### config.mk
export PLATFORM = sky130hd
export DESIGN_NAME = fcs_host
export DESIGN_NICKNAME = d
export VERILOG_FILES = /design/src/rtl/fcs_pkg.sv /design/src/rtl/fcs_bus_cycle.sv /design/src/rtl/fcs_host.sv
export VERILOG_INCLUDE_DIRS = /design/src /design/src/rtl
export SDC_FILE = /design/constraint.sdc
export NUM_CORES = 1
export LEC_CHECK = 0
export ABC_CLOCK_PERIOD_IN_PS = 3200
export BUFFER_PORTS_ARGS = -buffer_cell sky130_fd_sc_hd__buf_4
export CORE_AREA = 2 2 139 141
export CTS_CLUSTER_DIAMETER = 50
export DETAILED_ROUTE_END_ITERATION = 16
export DIE_AREA = 0 0 141 143
export PLACE_DENSITY = 0.71
export REMOVE_ABC_BUFFERS = 1
export SYNTH_ARGS = -nofsm -noshare
export SYNTH_HDL_FRONTEND = slang
export SYNTH_HIERARCHICAL = 1
export SYNTH_SLANG_ARGS = --single-unit
### constraint.sdc
create_clock -name clk -period 3.2 [get_ports clk]
set_input_delay 0.64 -clock clk [delete_from_list [all_inputs] [get_ports clk]]
set_output_delay 0.64 -clock clk [all_outputs]
set_load 0.005 [all_outputs]
### src/rtl/fcs_defs.svh
// Purpose: constants for the flash command sequencer (host side)
// Assumes: 100 MHz clk, 10 ns period
// Notes: offsets are byte addresses on the APB side
`ifndef FCS_DEFS_SVH
`define FCS_DEFS_SVH

// register offsets
`define FCS_OFF_CTRL 8'h00
`define FCS_OFF_ADDR 8'h04
`define FCS_OFF_DATA 8'h08
`define FCS_OFF_STAT 8'h0c
`define FCS_OFF_RDATA 8'h10

// control and status field positions
`define FCS_CTRL_GO 8
`define FCS_CTRL_BYTE 16
`define FCS_STAT_DONE 1
`define FCS_STAT_ERR 2
`define FCS_DQ_TOGGLE 6
`define FCS_DQ_TIMEOUT 5

// command data values
`define FCS_D_UNL1 8'haa
`define FCS_D_UNL2 8'h55
`define FCS_D_IDENT 8'h90
`define FCS_D_SECURE 8'h88
`define FCS_D_PROG 8'ha0
`define FCS_D_BYPASS 8'h20
`define FCS_D_ERASE 8'h80
`define FCS_D_CHIP 8'h10
`define FCS_D_SECT 8'h30
`define FCS_D_RESET 8'hf0
`define FCS_D_SUSP 8'hb0
`define FCS_D_RESUME 8'h30
`define FCS_D_CFI 8'h98
`define FCS_D_EXIT 8'h00

// command addresses, word and byte mode
`define FCS_A_U1_W 12'h555
`define FCS_A_U2_W 12'h2aa
`define FCS_A_U1_B 12'haaa
`define FCS_A_U2_B 12'h555
`define FCS_A_CFI_W 12'h055
`define FCS_A_CFI_B 12'h0aa

// reset values
`define FCS_RST_BYTE 1'b0

// timing, ns and derived cycles (least times round up)
`define FCS_CLK_NS 10
`define FCS_CS_NS 10
`define FCS_WP_NS 35
`define FCS_WPH_NS 30
`define FCS_ACC_NS 90
`define FCS_CS_CYC ((`FCS_CS_NS + `FCS_CLK_NS - 1) / `FCS_CLK_NS)
`define FCS_WP_CYC ((`FCS_WP_NS + `FCS_CLK_NS - 1) / `FCS_CLK_NS)
`define FCS_WPH_CYC ((`FCS_WPH_NS + `FCS_CLK_NS - 1) / `FCS_CLK_NS)
`define FCS_ACC_CYC ((`FCS_ACC_NS + `FCS_CLK_NS - 1) / `FCS_CLK_NS)
// longest time between added sectors rounds down
`define FCS_SECT_WIN_US 50
`define FCS_SECT_WIN_CYC ((`FCS_SECT_WIN_US * 1000) / `FCS_CLK_NS)

`endif

### src/rtl/fcs_pkg.sv
// Purpose: types for the flash command sequencer
// Assumes: constants live in fcs_defs.svh
// Notes: gray codes along the usual path
package fcs_pkg;

  typedef enum logic [3:0] {
    FCS_READ = 4'h0, FCS_RESET = 4'h1, FCS_IDQ = 4'h2,
    FCS_SEC_ENTER = 4'h3, FCS_SEC_EXIT = 4'h4, FCS_PROG = 4'h5,
    FCS_BYP_ENTER = 4'h6, FCS_BYP_PROG = 4'h7, FCS_BYP_RESET = 4'h8,
    FCS_CHIP = 4'h9, FCS_SECT = 4'ha, FCS_SECT_ADD = 4'hb,
    FCS_SUSP = 4'hc, FCS_RESUME = 4'hd, FCS_CFI = 4'he, FCS_POLL = 4'hf
  } fcs_cmd_e;

  typedef enum logic {
    FCS_M_IDLE = 1'b0,
    FCS_M_WAIT = 1'b1
  } fcs_mst_e;

  typedef enum logic [1:0] {
    FCS_E_IDLE = 2'b00,
    FCS_E_SETUP = 2'b01,
    FCS_E_STROBE = 2'b11,
    FCS_E_HOLD = 2'b10
  } fcs_est_e;

endpackage

### src/rtl/fcs_bus_cycle.sv
// Purpose: one asynchronous flash bus cycle, write or read
// Assumes: flash inputs synchronous to clk
// Notes: chip enable leads and trails the strobe
`timescale 1ns/1ps
`default_nettype none
`include "fcs_defs.svh"
module fcs_bus_cycle
  import fcs_pkg::*;
#(
  parameter int ADDR_W = 21
)
(
  // clock and reset
  input wire logic clk,
  input wire logic rst,
  // request
  input wire logic start,
  input wire logic rd,
  input wire logic [ADDR_W-1:0] addr,
  input wire logic [15:0] wdata,
  output logic done,
  output logic [15:0] rdata,
  // flash pins
  output logic [ADDR_W-1:0] f_addr,
  input wire logic [15:0] f_dq_i,
  output logic [15:0] f_dq_o,
  output logic f_dq_oe,
  output logic f_ce_n,
  output logic f_we_n,
  output logic f_oe_n
);

  typedef struct packed {
    fcs_est_e st;
    logic [7:0] cnt;
    logic rd;
    logic [ADDR_W-1:0] addr;
    logic [15:0] data;
    logic [15:0] rdata;
    logic ce_n;
    logic we_n;
    logic oe_n;
    logic dq_oe;
    logic done;
  } fcs_cyc_s;

  fcs_cyc_s s_ff, nxt_s;

  ////////////////////////////////////////////////////////////////////////
  always_comb
  begin
    nxt_s = s_ff;
    nxt_s.done = 1'b0;
    case (s_ff.st)
      FCS_E_IDLE:
      begin
        if (start)
        begin
          nxt_s.rd = rd;
          nxt_s.addr = addr;
          nxt_s.data = wdata;
          nxt_s.ce_n = 1'b0;
          nxt_s.dq_oe = ~rd;
          nxt_s.cnt = 8'(`FCS_CS_CYC - 1);
          nxt_s.st = FCS_E_SETUP;
        end
      end
      FCS_E_SETUP:
      begin
        // ce falls first, so the strobe edge is the later one
        if (s_ff.cnt == 8'h00)
        begin
          nxt_s.st = FCS_E_STROBE;
          if (s_ff.rd)
          begin
            nxt_s.oe_n = 1'b0;
            nxt_s.cnt = 8'(`FCS_ACC_CYC - 1);
          end
          else
          begin
            nxt_s.we_n = 1'b0;
            nxt_s.cnt = 8'(`FCS_WP_CYC - 1);
          end
        end
        else
          nxt_s.cnt = s_ff.cnt - 8'h01;
      end
      FCS_E_STROBE:
      begin
        if (s_ff.cnt == 8'h00)
        begin
          // we rises before ce, data stays until the cycle ends
          if (s_ff.rd)
            nxt_s.rdata = f_dq_i;
          nxt_s.oe_n = 1'b1;
          nxt_s.we_n = 1'b1;
          nxt_s.cnt = 8'(`FCS_WPH_CYC - 1);
          nxt_s.st = FCS_E_HOLD;
        end
        else
          nxt_s.cnt = s_ff.cnt - 8'h01;
      end
      FCS_E_HOLD:
      begin
        if (s_ff.cnt == 8'h00)
        begin
          nxt_s.ce_n = 1'b1;
          nxt_s.dq_oe = 1'b0;
          nxt_s.done = 1'b1;
          nxt_s.st = FCS_E_IDLE;
        end
        else
          nxt_s.cnt = s_ff.cnt - 8'h01;
      end
      default:
        nxt_s.st = FCS_E_IDLE;
    endcase
  end

  always_ff @(posedge clk)
  begin
    if (rst)
    begin
      s_ff <= '0;
      s_ff.ce_n <= 1'b1;
      s_ff.we_n <= 1'b1;
      s_ff.oe_n <= 1'b1;
    end
    else
      s_ff <= nxt_s;
  end

  assign done = s_ff.done;
  assign rdata = s_ff.rdata;
  assign f_addr = s_ff.addr;
  assign f_dq_o = s_ff.data;
  assign f_dq_oe = s_ff.dq_oe;
  assign f_ce_n = s_ff.ce_n;
  assign f_we_n = s_ff.we_n;
  assign f_oe_n = s_ff.oe_n;
endmodule
`default_nettype wire

### src/rtl/fcs_host.sv
// Purpose: host controller issuing flash command sequences from APB
// Assumes: one flash on synchronous-sampled pins, 100 MHz clk
// Notes: one command at a time; go is ignored while busy
//
// How it works
// - unlock is AA@555 then 55@2AA, byte AAA/555
// - all cycles write except reads and ident read
// - F0 anywhere returns to read mode
// - program: unlock, A0, then data at location
// - bypass entry 20, then A0 and data
// - bypass exit is 90 then 00
// - erase: unlock,80,unlock, then 10 or 30@sector
// - 50 us window for adding erase sectors
`timescale 1ns/1ps
`default_nettype none
`include "fcs_defs.svh"
module fcs_host
  import fcs_pkg::*;
#(
  parameter int ADDR_W = 21,
  parameter int SECT_WIN_CYC = `FCS_SECT_WIN_CYC
)
(
  // clock and reset
  input wire logic clk,
  input wire logic rst,
  // apb slave
  input wire logic [7:0] paddr,
  input wire logic psel,
  input wire logic penable,
  input wire logic pwrite,
  input wire logic [31:0] pwdata,
  output logic [31:0] prdata,
  output logic pready,
  output logic pslverr,
  // flash pins
  output logic [ADDR_W-1:0] flash_addr,
  input wire logic [15:0] flash_dq_i,
  output logic [15:0] flash_dq_o,
  output logic flash_dq_oe,
  output logic flash_ce_n,
  output logic flash_we_n,
  output logic flash_oe_n,
  output logic flash_byte_n,
  output logic flash_reset_n,
  input wire logic flash_ready_busy_n
);

  typedef struct packed {
    fcs_mst_e st;
    fcs_cmd_e cmd;
    logic [2:0] idx;
    logic byte_mode;
    logic [ADDR_W-1:0] addr;
    logic [15:0] wdata;
    logic [15:0] rdata;
    logic tog_first;
    logic toggled;
    logic tmo;
    logic done;
    logic err;
    logic rdy;
    logic [15:0] win_cnt;
    logic start;
    logic [31:0] prdata;
    logic pready;
    logic pslverr;
    logic byte_n;
    logic reset_n;
  } fcs_host_s;

  fcs_host_s s_ff, nxt_s;
  logic stp_rd;
  logic stp_last;
  logic [ADDR_W-1:0] stp_addr;
  logic [15:0] stp_data;
  logic [ADDR_W-1:0] u1;
  logic [ADDR_W-1:0] u2;
  logic acc;
  logic cyc_done;
  logic [15:0] cyc_rdata;

  ////////////////////////////////////////////////////////////////////////
  // cycle table: what bus cycle idx of cmd looks like
  always_comb
  begin
    u1 = s_ff.byte_mode ? ADDR_W'(`FCS_A_U1_B) : ADDR_W'(`FCS_A_U1_W);
    u2 = s_ff.byte_mode ? ADDR_W'(`FCS_A_U2_B) : ADDR_W'(`FCS_A_U2_W);
    // upper byte stays zero on command writes
    stp_rd = 1'b0;
    stp_last = 1'b0;
    stp_addr = u1;
    stp_data = {8'h00, `FCS_D_UNL1};
    // generic six cycle frame, unlock in 0-1 and 3-4
    case (s_ff.idx)
      3'd1, 3'd4:
      begin
        stp_addr = u2;
        stp_data = {8'h00, `FCS_D_UNL2};
      end
      default:
        stp_data = {8'h00, `FCS_D_UNL1};
    endcase
    case (s_ff.cmd)
      FCS_READ, FCS_POLL:
      begin
        stp_rd = 1'b1;
        stp_addr = s_ff.addr;
        stp_last = (s_ff.cmd == FCS_READ) || (s_ff.idx == 3'd1);
      end
      FCS_RESET, FCS_SUSP, FCS_RESUME:
      begin
        stp_addr = '0;
        stp_last = 1'b1;
        if (s_ff.cmd == FCS_RESET)
          stp_data = {8'h00, `FCS_D_RESET};
        else if (s_ff.cmd == FCS_SUSP)
          stp_data = {8'h00, `FCS_D_SUSP};
        else
          stp_data = {8'h00, `FCS_D_RESUME};
      end
      FCS_CFI:
      begin
        stp_addr = s_ff.byte_mode ? ADDR_W'(`FCS_A_CFI_B) :
                                    ADDR_W'(`FCS_A_CFI_W);
        stp_data = {8'h00, `FCS_D_CFI};
        stp_last = 1'b1;
      end
      FCS_SECT_ADD:
      begin
        stp_addr = s_ff.addr;
        stp_data = {8'h00, `FCS_D_SECT};
        stp_last = 1'b1;
      end
      FCS_IDQ:
      begin
        if (s_ff.idx == 3'd2)
          stp_data = {8'h00, `FCS_D_IDENT};
        if (s_ff.idx == 3'd3)
        begin
          // offset picks maker, device, lock or protect code
          stp_rd = 1'b1;
          stp_addr = s_ff.addr;
          stp_last = 1'b1;
        end
      end
      FCS_SEC_ENTER, FCS_BYP_ENTER:
      begin
        if (s_ff.idx == 3'd2)
        begin
          stp_data = (s_ff.cmd == FCS_SEC_ENTER) ?
                     {8'h00, `FCS_D_SECURE} :
                     {8'h00, `FCS_D_BYPASS};
          stp_last = 1'b1;
        end
      end
      FCS_SEC_EXIT:
      begin
        if (s_ff.idx == 3'd2)
          stp_data = {8'h00, `FCS_D_IDENT};
        if (s_ff.idx == 3'd3)
        begin
          stp_addr = '0;
          stp_data = {8'h00, `FCS_D_EXIT};
          stp_last = 1'b1;
        end
      end
      FCS_PROG:
      begin
        if (s_ff.idx == 3'd2)
          stp_data = {8'h00, `FCS_D_PROG};
        if (s_ff.idx == 3'd3)
        begin
          stp_addr = s_ff.addr;
          stp_data = s_ff.wdata;
          stp_last = 1'b1;
        end
      end
      FCS_BYP_PROG, FCS_BYP_RESET:
      begin
        stp_addr = '0;
        if (s_ff.idx == 3'd0)
          stp_data = (s_ff.cmd == FCS_BYP_PROG) ?
                     {8'h00, `FCS_D_PROG} : {8'h00, `FCS_D_IDENT};
        else
        begin
          stp_last = 1'b1;
          if (s_ff.cmd == FCS_BYP_PROG)
          begin
            stp_addr = s_ff.addr;
            stp_data = s_ff.wdata;
          end
          else
            stp_data = {8'h00, `FCS_D_EXIT};
        end
      end
      FCS_CHIP, FCS_SECT:
      begin
        if (s_ff.idx == 3'd2)
          stp_data = {8'h00, `FCS_D_ERASE};
        if (s_ff.idx == 3'd5)
        begin
          stp_last = 1'b1;
          if (s_ff.cmd == FCS_CHIP)
            stp_data = {8'h00, `FCS_D_CHIP};
          else
          begin
            stp_addr = s_ff.addr;
            stp_data = {8'h00, `FCS_D_SECT};
          end
        end
      end
      default:
        stp_last = 1'b1;
    endcase
  end

  ////////////////////////////////////////////////////////////////////////
  // apb slave and sequencer
  assign acc = psel && penable;

  always_comb
  begin
    nxt_s = s_ff;
    nxt_s.pready = 1'b0;
    nxt_s.pslverr = 1'b0;
    nxt_s.start = 1'b0;
    nxt_s.reset_n = 1'b1;
    nxt_s.byte_n = ~s_ff.byte_mode;
    nxt_s.rdy = flash_ready_busy_n;
    if (s_ff.win_cnt != 16'h0000)
      nxt_s.win_cnt = s_ff.win_cnt - 16'h0001;
    // one wait state, data held stable through it
    if (acc && !s_ff.pready)
    begin
      nxt_s.pready = 1'b1;
      case (paddr)
        `FCS_OFF_CTRL: nxt_s.prdata = {15'h0, s_ff.byte_mode, 12'h0, s_ff.cmd};
        `FCS_OFF_ADDR: nxt_s.prdata = 32'(s_ff.addr);
        `FCS_OFF_DATA: nxt_s.prdata = {16'h0, s_ff.wdata};
        `FCS_OFF_STAT: nxt_s.prdata = {25'h0, s_ff.tmo, s_ff.toggled,
          s_ff.rdy, (s_ff.win_cnt != 16'h0000), s_ff.err, s_ff.done,
          (s_ff.st == FCS_M_WAIT)};
        `FCS_OFF_RDATA: nxt_s.prdata = {16'h0, s_ff.rdata};
        default:
        begin
          nxt_s.prdata = 32'h0000_0000;
          nxt_s.pslverr = 1'b1;
        end
      endcase
    end
    // writes land on the completing edge
    if (acc && s_ff.pready && pwrite)
    begin
      case (paddr)
        `FCS_OFF_CTRL:
        begin
          if (s_ff.st == FCS_M_IDLE)
          begin
            nxt_s.cmd = fcs_cmd_e'(pwdata[3:0]);
            nxt_s.byte_mode = pwdata[`FCS_CTRL_BYTE];
            if (pwdata[`FCS_CTRL_GO])
            begin
              nxt_s.idx = 3'd0;
              nxt_s.done = 1'b0;
              if (fcs_cmd_e'(pwdata[3:0]) == FCS_SECT_ADD &&
                  s_ff.win_cnt == 16'h0000)
                nxt_s.err = 1'b1;
              else
              begin
                nxt_s.start = 1'b1;
                nxt_s.st = FCS_M_WAIT;
              end
              // other commands end the sector window on the device
              if (!(pwdata[3:0] inside {FCS_SECT_ADD, FCS_READ, FCS_POLL}))
                nxt_s.win_cnt = 16'h0000;
            end
          end
        end
        `FCS_OFF_ADDR: nxt_s.addr = pwdata[ADDR_W-1:0];
        `FCS_OFF_DATA: nxt_s.wdata = pwdata[15:0];
        `FCS_OFF_STAT:
        begin
          if (pwdata[`FCS_STAT_DONE])
            nxt_s.done = 1'b0;
          if (pwdata[`FCS_STAT_ERR])
            nxt_s.err = 1'b0;
        end
        default: nxt_s.prdata = s_ff.prdata;
      endcase
    end
    // sequencer; its set wins over a clear in the same cycle
    case (s_ff.st)
      FCS_M_IDLE: nxt_s.idx = nxt_s.idx;
      FCS_M_WAIT:
      begin
        if (cyc_done)
        begin
          if (stp_rd)
          begin
            nxt_s.rdata = cyc_rdata;
            if (s_ff.cmd == FCS_POLL && s_ff.idx == 3'd0)
              nxt_s.tog_first = cyc_rdata[`FCS_DQ_TOGGLE];
            if (s_ff.cmd == FCS_POLL && s_ff.idx == 3'd1)
            begin
              nxt_s.toggled = s_ff.tog_first ^
                              cyc_rdata[`FCS_DQ_TOGGLE];
              nxt_s.tmo = cyc_rdata[`FCS_DQ_TIMEOUT];
            end
          end
          if (stp_last)
          begin
            nxt_s.st = FCS_M_IDLE;
            nxt_s.done = 1'b1;
            if (s_ff.cmd == FCS_SECT || s_ff.cmd == FCS_SECT_ADD)
              nxt_s.win_cnt = 16'(SECT_WIN_CYC);
          end
          else
          begin
            nxt_s.idx = s_ff.idx + 3'd1;
            nxt_s.start = 1'b1;
          end
        end
      end
      default: nxt_s.st = FCS_M_IDLE;
    endcase
  end

  always_ff @(posedge clk)
  begin
    if (rst)
    begin
      s_ff <= '0;
      s_ff.byte_mode <= `FCS_RST_BYTE;
      s_ff.byte_n <= 1'b1;
      s_ff.rdy <= 1'b1;
    end
    else
      s_ff <= nxt_s;
  end

  ////////////////////////////////////////////////////////////////////////
  fcs_bus_cycle #(.ADDR_W(ADDR_W)) u_cyc (
    .clk(clk),
    .rst(rst),
    .start(s_ff.start),
    .rd(stp_rd),
    .addr(stp_addr),
    .wdata(stp_data),
    .done(cyc_done),
    .rdata(cyc_rdata),
    .f_addr(flash_addr),
    .f_dq_i(flash_dq_i),
    .f_dq_o(flash_dq_o),
    .f_dq_oe(flash_dq_oe),
    .f_ce_n(flash_ce_n),
    .f_we_n(flash_we_n),
    .f_oe_n(flash_oe_n)
  );

  assign prdata = s_ff.prdata;
  assign pready = s_ff.pready;
  assign pslverr = s_ff.pslverr;
  assign flash_byte_n = s_ff.byte_n;
  assign flash_reset_n = s_ff.reset_n;
endmodule
`default_nettype wire

Word level (Yosys, flattened, before mapping). Index checks and enable logic that the tools add are counted.

Add/subtract/negate cells: 3. Multipliers: 0. Div/mod/pow operators: 0. $lt $le $gt $ge: 0. Eq/ne operators: 41. Shift-type cells: 0. Mux-type cells: 92. Bitwise operators: 6. Reduce and logical (&&, ||, !) cells: 50.

Operators by type and width (count): 2-to-1 mux 16 bit (14); one-hot mux 21 bit (7 select lines) (1); one-hot mux 16 bit (9 select lines) (1); 2-to-1 mux 21 bit (6); one-hot mux 21 bit (5 select lines) (1); 2-to-1 mux 17 bit (5); 2-to-1 mux 8 bit (8); 2-to-1 mux 49 bit (1); 2-to-1 mux 48 bit (1); 2-to-1 mux 46 bit (1); equality test 4 bit (second input constant) (10); one-hot mux 10 bit (4 select lines) (1); 2-to-1 mux 12 bit (3); 2-to-1 mux 34 bit (1); 2-to-1 mux 32 bit (1); 2-to-1 mux 1 bit (23); AND reduction 4 bit (5); 2-to-1 mux 9 bit (2); equality test 4 x 3 -> 1 bit (second input constant) (4); equality test 8 x 4 -> 1 bit (second input constant) (2); logical NOT 16 bit (1); logical NOT 8 bit (2); 2-to-1 mux 2 bit (8); inequality test 2 bit (second input constant) (8); 39 further kinds (82).

Flip-flop bits (word level): 190. Bits in latches: 0. RAM bits: 0. ROM bits: 0. Output and inout port bits: 77. Logic and storage cells: 223. Memories kept: 0.

Depth between registers and ports, before layout. Gate-level depths: netlist (run 1).

Depth after elaboration: 11. Depth in mapped cells: 13. Gate-level depth less buffers: 12.

Modules after synthesis. The synthesis (run 1) kept the hierarchy.

Modules (own cells, without submodules): fcs_host (times used 1, cells each 753, area an instance 6129.6 um2, sequential area each 2202.1 um2); fcs_bus_cycle (times used 1, cells each 389, area an instance 3076.7 um2, sequential area each 1381.3 um2).

Least setup slack after synthesis (run 1). OpenSTA, ideal clock, no wires.

Path type: input to register. Start point: input port paddr[1]. End point: register s_ff[54] in the netlist's numbering. Arrival time: 2484 ps. Data required time: 3130 ps. Path slack: 645 ps. Stages on the path: 8. Buffers on the path: 2. Cells stage by stage: or4_4 or3_1 buf_6 nor2_4 buf_6 nand2_2 or4_1 a21oi_1.

Word-level cells in the longest chain between the ends: 3. Elaborated cells on any way between the ends: 9.

RTL lines: from (decl) (line fcs_host.sv:28) `input wire logic [7:0] paddr,`; equality test 8 x 4 -> 1 bit or logical NOT 8 bit (tied branches) (line fcs_host.sv:255) `case (paddr)`; inequality test 2 bit (no source line) or nonzero test 2 bit (tied branches); AND reduction 6 bit (no source line); to (signal assigned) (line fcs_host.sv:339) `s_ff <= nxt_s;`; to (decl) (line fcs_host.sv:72) `fcs_host_s s_ff, nxt_s;`.

Several ways; a longest one is shown, not always the timed one. A chain may end at the register's enable or synchronous reset.

Worst setup path in the final report (run 1).
Start point: register s_ff[114] in the netlist's numbering. End point: register u_cyc.s_ff, in the netlist u_cyc/f_addr[9].

Word-level cells in the longest chain between the ends: 6. Elaborated cells on any way between the ends: 13.

RTL lines: equality test 3 x 1 -> 1 bit or equality test 3 bit (tied branches) (line fcs_host.sv:95) `case (s_ff.idx)`; OR reduction 2 bit (line fcs_host.sv:95); 2-to-1 mux 12 bit (line fcs_host.sv:95); 2-to-1 mux 21 bit (line fcs_host.sv:204) `if (s_ff.cmd == FCS_CHIP)`; 2-to-1 mux 21 bit (line fcs_host.sv:201) `if (s_ff.idx == 3'd5)`; one-hot mux 21 bit (7 select lines) (*) (line fcs_host.sv:104) `case (s_ff.cmd)`; net stp_addr[9] (line fcs_host.sv:75) `logic [ADDR_W-1:0] stp_addr;`; to (signal assigned) (line fcs_bus_cycle.sv:130) `s_ff <= nxt_s;`; to (decl) (line fcs_bus_cycle.sv:47) `fcs_cyc_s s_ff, nxt_s;`.

The timed path passes the listed nets; every way through them passes the cells marked *.

==> results of run 1 <==
==> cell families after synthesis <==
logic type	synth area share, %
adder cells (fa/ha/maj)	1.22
multiplexers	7.23
AO/OA/AOI/OAI	17.6
flip-flops	38.9
buffers and inverters	10.9
XOR/XNOR	1.14
other	0.0407
AND/OR/NAND/NOR	23.0
==> worst register-to-register path, stage by stage (launching register included) <==
cell and delay, ns:
dfxtp_1 0.34, inv_1 0.09, ha_1 0.24, nand2_1 0.20, and2_1 0.23, ha_1 0.36
nor2b_1 0.19, o22ai_1 0.09, a221o_1 0.40, a211oi_1 0.28, nor2_1 0.07, nand2_1 0.07
a21oi_1 0.07
==> state kept, by name (all words and copies together), names as in the netlist <==
signal and count:
flash_byte_n 1, flash_reset_n 1, prdata 21, pready 1
pslverr 1, s_ff 85, u_cyc/done 1, u_cyc/f_addr 21
u_cyc/f_ce_n 1, u_cyc/f_dq_o 16, u_cyc/f_dq_oe 1, u_cyc/f_oe_n 1
u_cyc/f_we_n 1, u_cyc/rdata 16, u_cyc/s_ff 11
==> stage by stage <==
stage                     util [%]  instance area [µm²]  TNS, ns  std cells
final                         55.4                10300        0       1406
after detailed placement      52.2                 9710        0       1376
after CTS                     55.4                10300        0       1406
after floorplan                  -                 8310   -0.540        998
after global placement        52.2                 9710        0       1376
after global routing          55.4                10300        0       1406
==> worst max-delay path by stage <==
stage	slack, ns	startpoint	end	cells past startpoint
global route	0.19	s_ff[114]$_SDFF_PP0_	u_cyc/f_addr[9]$_SDFFE_PP0P_	12
global placement	0.31	paddr[1]	s_ff[47]$_SDFF_PP0_	6
CTS	0.47	s_ff[114]$_SDFF_PP0_	u_cyc/f_addr[9]$_SDFFE_PP0P_	12
floorplan	-0.20	u_cyc/s_ff[68]$_SDFFE_PP0P_	u_cyc/s_ff[61]$_SDFFE_PP0P_	4
finish	0.44	s_ff[114]$_SDFF_PP0_	u_cyc/f_addr[9]$_SDFFE_PP0P_	12
detailed placement	0.30	paddr[1]	s_ff[95]$_SDFFE_PP0P_	8
==> cell type report <==
cell class / instances / share of cell area, %
repair buffers: 144 / 10.6
clock buffers: 22 / 4.41
clock inverters: 8 / 1.25
well taps: 234 / 2.85
flip-flops and latches: 179 / 34.8
multi-input cells: 800 / 45.3
inverters: 19 / 0.693
==> report_power, final <==
group,switching [W],internal (W)
clock,0.000854,0.00124
sequential,0.0000919,0.00232
combinational,0.000400,0.000324
==> Yosys cell counts, types with 7 or more instances <==
master / count
a21oi_1: 99
a22oi_1: 29
a31oi_1: 15
and2_1: 25
buf_2: 14
buf_4: 85
clkbuf_1: 51
dfxtp_1: 179
ha_1: 9
inv_1: 19
mux2i_1: 62
nand2_1: 175
nand2b_1: 13
nand3_1: 19
nor2_1: 114
nor2b_1: 17
nor3_1: 20
nor4_1: 9
o21a_1: 7
o21ai_0: 36
o22ai_1: 9
o2bb2ai_1: 9
or2_2: 7
or3_1: 7
or4_1: 7
==> layout by cell type, fill, tap and decap left out, types with 15 or more instances in the layout <==
cell and instances:
nor2_1 114, dfxtp_1 179, nor3_1 20, inv_1 19, and2_1 25, nand2_1 175
nor2b_1 17, a22oi_1 29, a21oi_1 99, o21ai_0 36, a31oi_1 15, nand3_1 19
clkbuf_16 17, buf_4 143, mux2i_1 62
==> layer usage <==
| layer | routed length, µm | track usage [%] | share of wire [%] | up-vias |
|---|---|---|---|---|
| met5 | 0 | 0 | 0 | - |
| met2 | 10800 | 37.3 | 46 | 305 |
| li1 | - | - | - | 3926 |
| met3 | 1510 | 3.86 | 6.5 | 39 |
| met1 | 10600 | 31.8 | 45 | 3677 |
| met4 | 482 | 7.42 | 2.1 | 0 |
==> metrics.yaml, run 1 <==
slew_violations: 0
async_reset_ff_share_pct: 0
ys_types: 73
rows: 50
r2r_end: "u_cyc/f_addr[9]$_SDFFE_PP0P_"
post_cts.repair.setup_buffers: 0
area_growth_pct: 11.8
die-area_mm2: 0.0202
finalCritPeriodShare_pct: 86.4
hold_path.class: "in -> reg"
post_drt_wl_per_cell_um: 16.6
ys_ff_latch: 179
avgSynthCellArea_um2: 8.06
place_ws_ns: 0.300
max_freq_mhz: 362
p_per_area_mw_per_mm2: 509
cts_tree: "yes"
synth_edf_count: 0
synth.top_cell.area_share_pct: 38.9
fillers: 1706
p_leak_nw: 4.07
multi_input_area_mm2: 0.00466
clkSinkCount: 179
track_usage_pct: 23.1
power_w: 0.00523
drt-pass1-iter-count: 5
clock_latency_ns: 0.43
cp.arrival_ns: 3.06
synthFlopType: "dfxtp_1"
antenna_found_initial: 0
crit_slowest_cell: "a221o_1"
die_x_um: 141
core_mm2: 0.0186
synth.cell_area_mm2: 0.00921
vias_per_cell: 5.65
crit_type: "reg -> reg"
tightest_slew_ns: 1.21
nNetsFinal: 1232
dp_hpwl_um: 16800
grt_pass1_wl_um: 37300
syn_inst: 1142
r2r-start: "s_ff[114]$_SDFF_PP0_"
ir_drop_v: 0.000410
critPathTopFamily: "compound AO/OA/AOI/OAI gates"
synthTopCellsByArea: "dfxtp_1 39%, nand2_1 7.1%, buf_4 6.9%, mux2i_1 6.7%, a21oi_1 5.4%"
ys_seq_area_share_pct: 38.9
reg2reg_depth: 12
hp-start: "flash_ready_busy_n"
grt_max_degree: 88
initialDrtViolationCount: 644
critPathBufInv: 1
gp_congestion: 0.924
max_stage_delay_ns: 0.40
holdBufCountCts: 0
die_y_um: 143
vias: 7947
cp.required_ns: 3.50
skew_ns: 0.00723
crit_fanout: 6
h-tree-depth: 4
rsz0062_at_grt: "false"
status: "finished, final reports clean"
register_area_mm2: 0.00358
cts_resized: 0
hold_slack_ns: 0.393
cap_violations: 0
finalWirelength_um: 23300
setup_viol: 0
cts.path.max_buffers: 2
portBuffers: 116
initial_utilization_pct: 49.5
synth_top_area_cell: "dfxtp_1"
setup_ws_ns: 0.436
grt.overflow.total: 0
drtAntennaViolNets: 0
cts_inserted_buffers: 17
whs_path_depth: 2
grt_pass1_vias: 7151
path_cells: "inv_1 -> ha_1 -> nand2_1 -> and2_1 -> ha_1 -> nor2b_1 -> o22ai_1 -> a221o_1 -> a211oi_1 -> nor2_1 -> nand2_1 -> a21oi_1"
cts-root-buf: "clkbuf_16"
min_period_ns: 2.76
clk_pin_slew_ns: 0.07
rrSetupSlack_ns: 0.44
maxSlewHeadroom_pct: 19.1
hold_viol: 0
critPathCaptureType: "flip-flop"
drc: 0
yosysWarnings: 6
diodes: 0
cp-start-kind: "flip-flop"
ioPinCount: 139
hold_end: "s_ff[53]$_SDFF_PP1_"
layout-drive-gt1-share_pct: 16.7
(Power assumes the default switching activity.)
==> run 2: changes to the inputs <==
--- a/config.mk
+++ b/config.mk
@@ -12,7 +12,7 @@
 export CTS_CLUSTER_DIAMETER = 50
 export DETAILED_ROUTE_END_ITERATION = 16
 export DIE_AREA = 0 0 141 143
-export PLACE_DENSITY = 0.71
+export PLACE_DENSITY = 0.7
 export REMOVE_ABC_BUFFERS = 1
 export SYNTH_ARGS = -nofsm -noshare
 export SYNTH_HDL_FRONTEND = slang
==> run 2 against run 1 <==
  * Final cell count unchanged
  * Worst setup slack better by 0.094 ns
  * Critical path depth did not move
  * Sequential power about the same
  * Critical path type unchanged
  * Largest cell class unchanged
==> metrics.yaml, run 2 (same netlist as run 1, synthesis figures left out) <==
status: "finished, final reports clean"
track_usage_pct: 23.2  # +0.11 points
ir_drop_v: 0.000439  # +7.2%
postPlaceCellArea_mm2: 0.00970  # about the same
cp.required_ns: 3.50  # about the same
reg2reg_depth: 12  # unchanged
area_growth_pct: 11.4
rows: 50  # unchanged
grt.overflow.total: 0  # unchanged
grt_pass1_wl_um: 37500  # +0.54%
holdBufCountCts: 0  # unchanged
cts.path.max_buffers: 2  # unchanged
mostFrequentLayoutCell: "dfxtp_1"
critPathBufInv: 1  # unchanged
setup_viol: 0  # unchanged
grt_max_degree: 97  # +10%
p_per_area_mw_per_mm2: 499  # -1.9%
finalWirelength_um: 23600  # +1.3%
rrSetupSlack_ns: 0.53  # +0.09 ns
maxSlewHeadroom_pct: 20.1  # +0.98 points
layout-drive-gt1-share_pct: 17.1  # +0.34 points
clk_pin_slew_ns: 0.07  # about the same
crit_slowest_cell: "a221o_1"
crit_type: "reg -> reg"
critPathCaptureType: "flip-flop"
vias: 7902  # -0.57%
ioPinCount: 139  # unchanged
post_drt_wl_per_cell_um: 16.8  # +1.3%
largest_reg_flops: 85  # unchanged
max_stage_delay_ns: 0.41  # about the same
hold_viol: 0  # unchanged
final_area_mm2: 0.0103  # -0.34%
min_period_ns: 2.67  # -0.0941 ns
drtAntennaViolNets: 0  # unchanged
cts_tree: "yes"
p_leak_nw: 4.06  # -0.28%
die_x_um: 141  # unchanged
cp-start-kind: "flip-flop"
critPathTopFamily: "compound AO/OA/AOI/OAI gates"
max_freq_mhz: 375  # +3.5%
clkSinkCount: 179  # unchanged
cp.arrival_ns: 2.97  # -0.09 ns
finalCritPeriodShare_pct: 83.4  # -2.9 points
layout_common_cells: "179 x dfxtp_1, 175 x nand2_1, 142 x buf_4"
cts_resized: 0  # unchanged
hp-start: "flash_ready_busy_n"
power_w: 0.00512  # -2.2%
hold_end: "s_ff[53]$_SDFF_PP1_"
regMostFlops: "s_ff"
post_cts.repair.setup_buffers: 0  # unchanged
path_depth: 12  # unchanged
setup-tns-final_ns: 0  # unchanged
core_mm2: 0.0186  # unchanged
tightest_slew_ns: 1.20  # -0.0147 ns
cap_violations: 0  # unchanged
dp_hpwl_um: 16800  # +0.57%
vias_per_cell: 5.62  # -0.57%
rsz0062_at_grt: "false"
r2r-start: "s_ff[114]$_SDFF_PP0_"
crit_fanout: 6  # unchanged
post-route-util_pct: 55.2  # -0.19 points
diodes: 0  # unchanged
path_cells: "inv_1 -> ha_1 -> nand2_1 -> and2_1 -> ha_1 -> nor2b_1 -> o22ai_1 -> a221o_1 -> a211oi_1 -> nor2_1 -> nand2_1 -> a21oi_1"
die-area_mm2: 0.0202  # unchanged
drc: 0  # unchanged
grt_pass1_vias: 7253  # +1.4%
whs_path_depth: 2  # unchanged
initialDrtViolationCount: 623  # -3.3%
hold_slack_ns: 0.393  # -0.000811 ns
skew_ns: 0.00726  # +0.0000312 ns
r2r_end: "u_cyc/f_addr[9]$_SDFFE_PP0P_"
clock_latency_ns: 0.43  # about the same
initial_utilization_pct: 49.5  # unchanged
drt-pass1-iter-count: 5  # unchanged
hold_path.class: "in -> reg"
antenna_found_initial: 0  # unchanged
slew_violations: 0  # unchanged
h-tree-depth: 4  # unchanged
cts_inserted_buffers: 17  # unchanged
gp_congestion: 0.924  # about the same
cts-root-buf: "clkbuf_16"
nNetsFinal: 1231  # -0.081%
die_y_um: 143  # unchanged
portBuffers: 116  # unchanged
==> run 2: cell count changes in the layout (fill, tap and decap cells not counted), sizes merged <==
cell    previous run  this run
bufinv             3         1
buf              144       143
clkbuf            22        17
clkinv             3         7
inv               20        24
==> run 2: routing by layer <==
layer / vias up / GRT usage [%] / part of all wire, %
met5: - / 0 / 0
met4: 0 / 8.00 / 2.3
met3: 39 / 4.83 / 6.6
met2: 285 / 36.6 / 45
met1: 3669 / 31.8 / 46
li1: 3909 / - / -
==> run 2: how the worst max path moves through the flow <==
stage	slack, ns	startpoint	end
2_1_floorplan	-0.20	u_cyc/s_ff[68]$_SDFFE_PP0P_	u_cyc/s_ff[61]$_SDFFE_PP0P_
3_3_place_gp	0.31	paddr[1]	s_ff[50]$_SDFF_PP0_
3_5_place_dp	0.25	paddr[1]	s_ff[41]$_SDFF_PP0_
4_1_cts	0.56	s_ff[113]$_SDFF_PP0_	u_cyc/f_addr[9]$_SDFFE_PP0P_
5_1_grt	0.34	s_ff[115]$_SDFF_PP0_	u_cyc/f_dq_o[1]$_SDFFE_PP0P_
6_report	0.53	s_ff[114]$_SDFF_PP0_	u_cyc/f_addr[9]$_SDFFE_PP0P_
==> run 2: cell type report <==
cell class	instances	area [µm²]
fill	1763	8330
clock inverter	14	130
timing repair buffer	143	1090
clock buffer	17	425
sequential	179	3580
multi-input combinational	800	4660
inverter	19	71.3
tap	234	293
==> run 2: power breakdown <==
| part | switching, W | internal, W | leakage (nW) |
|---|---|---|---|
| clock | 0.000911 | 0.00108 | 0.276 |
| combinational | 0.000394 | 0.000324 | 2.34 |
| sequential | 0.0000911 | 0.00232 | 1.44 |
==> run 2: through the flow <==
stage	setup slack, ns	instances
floorplan	-0.200	998
finish	0.530	1406
detailed placement	0.250	1375
CTS	0.556	1406
global route	0.336	1406
global placement	0.308	1375
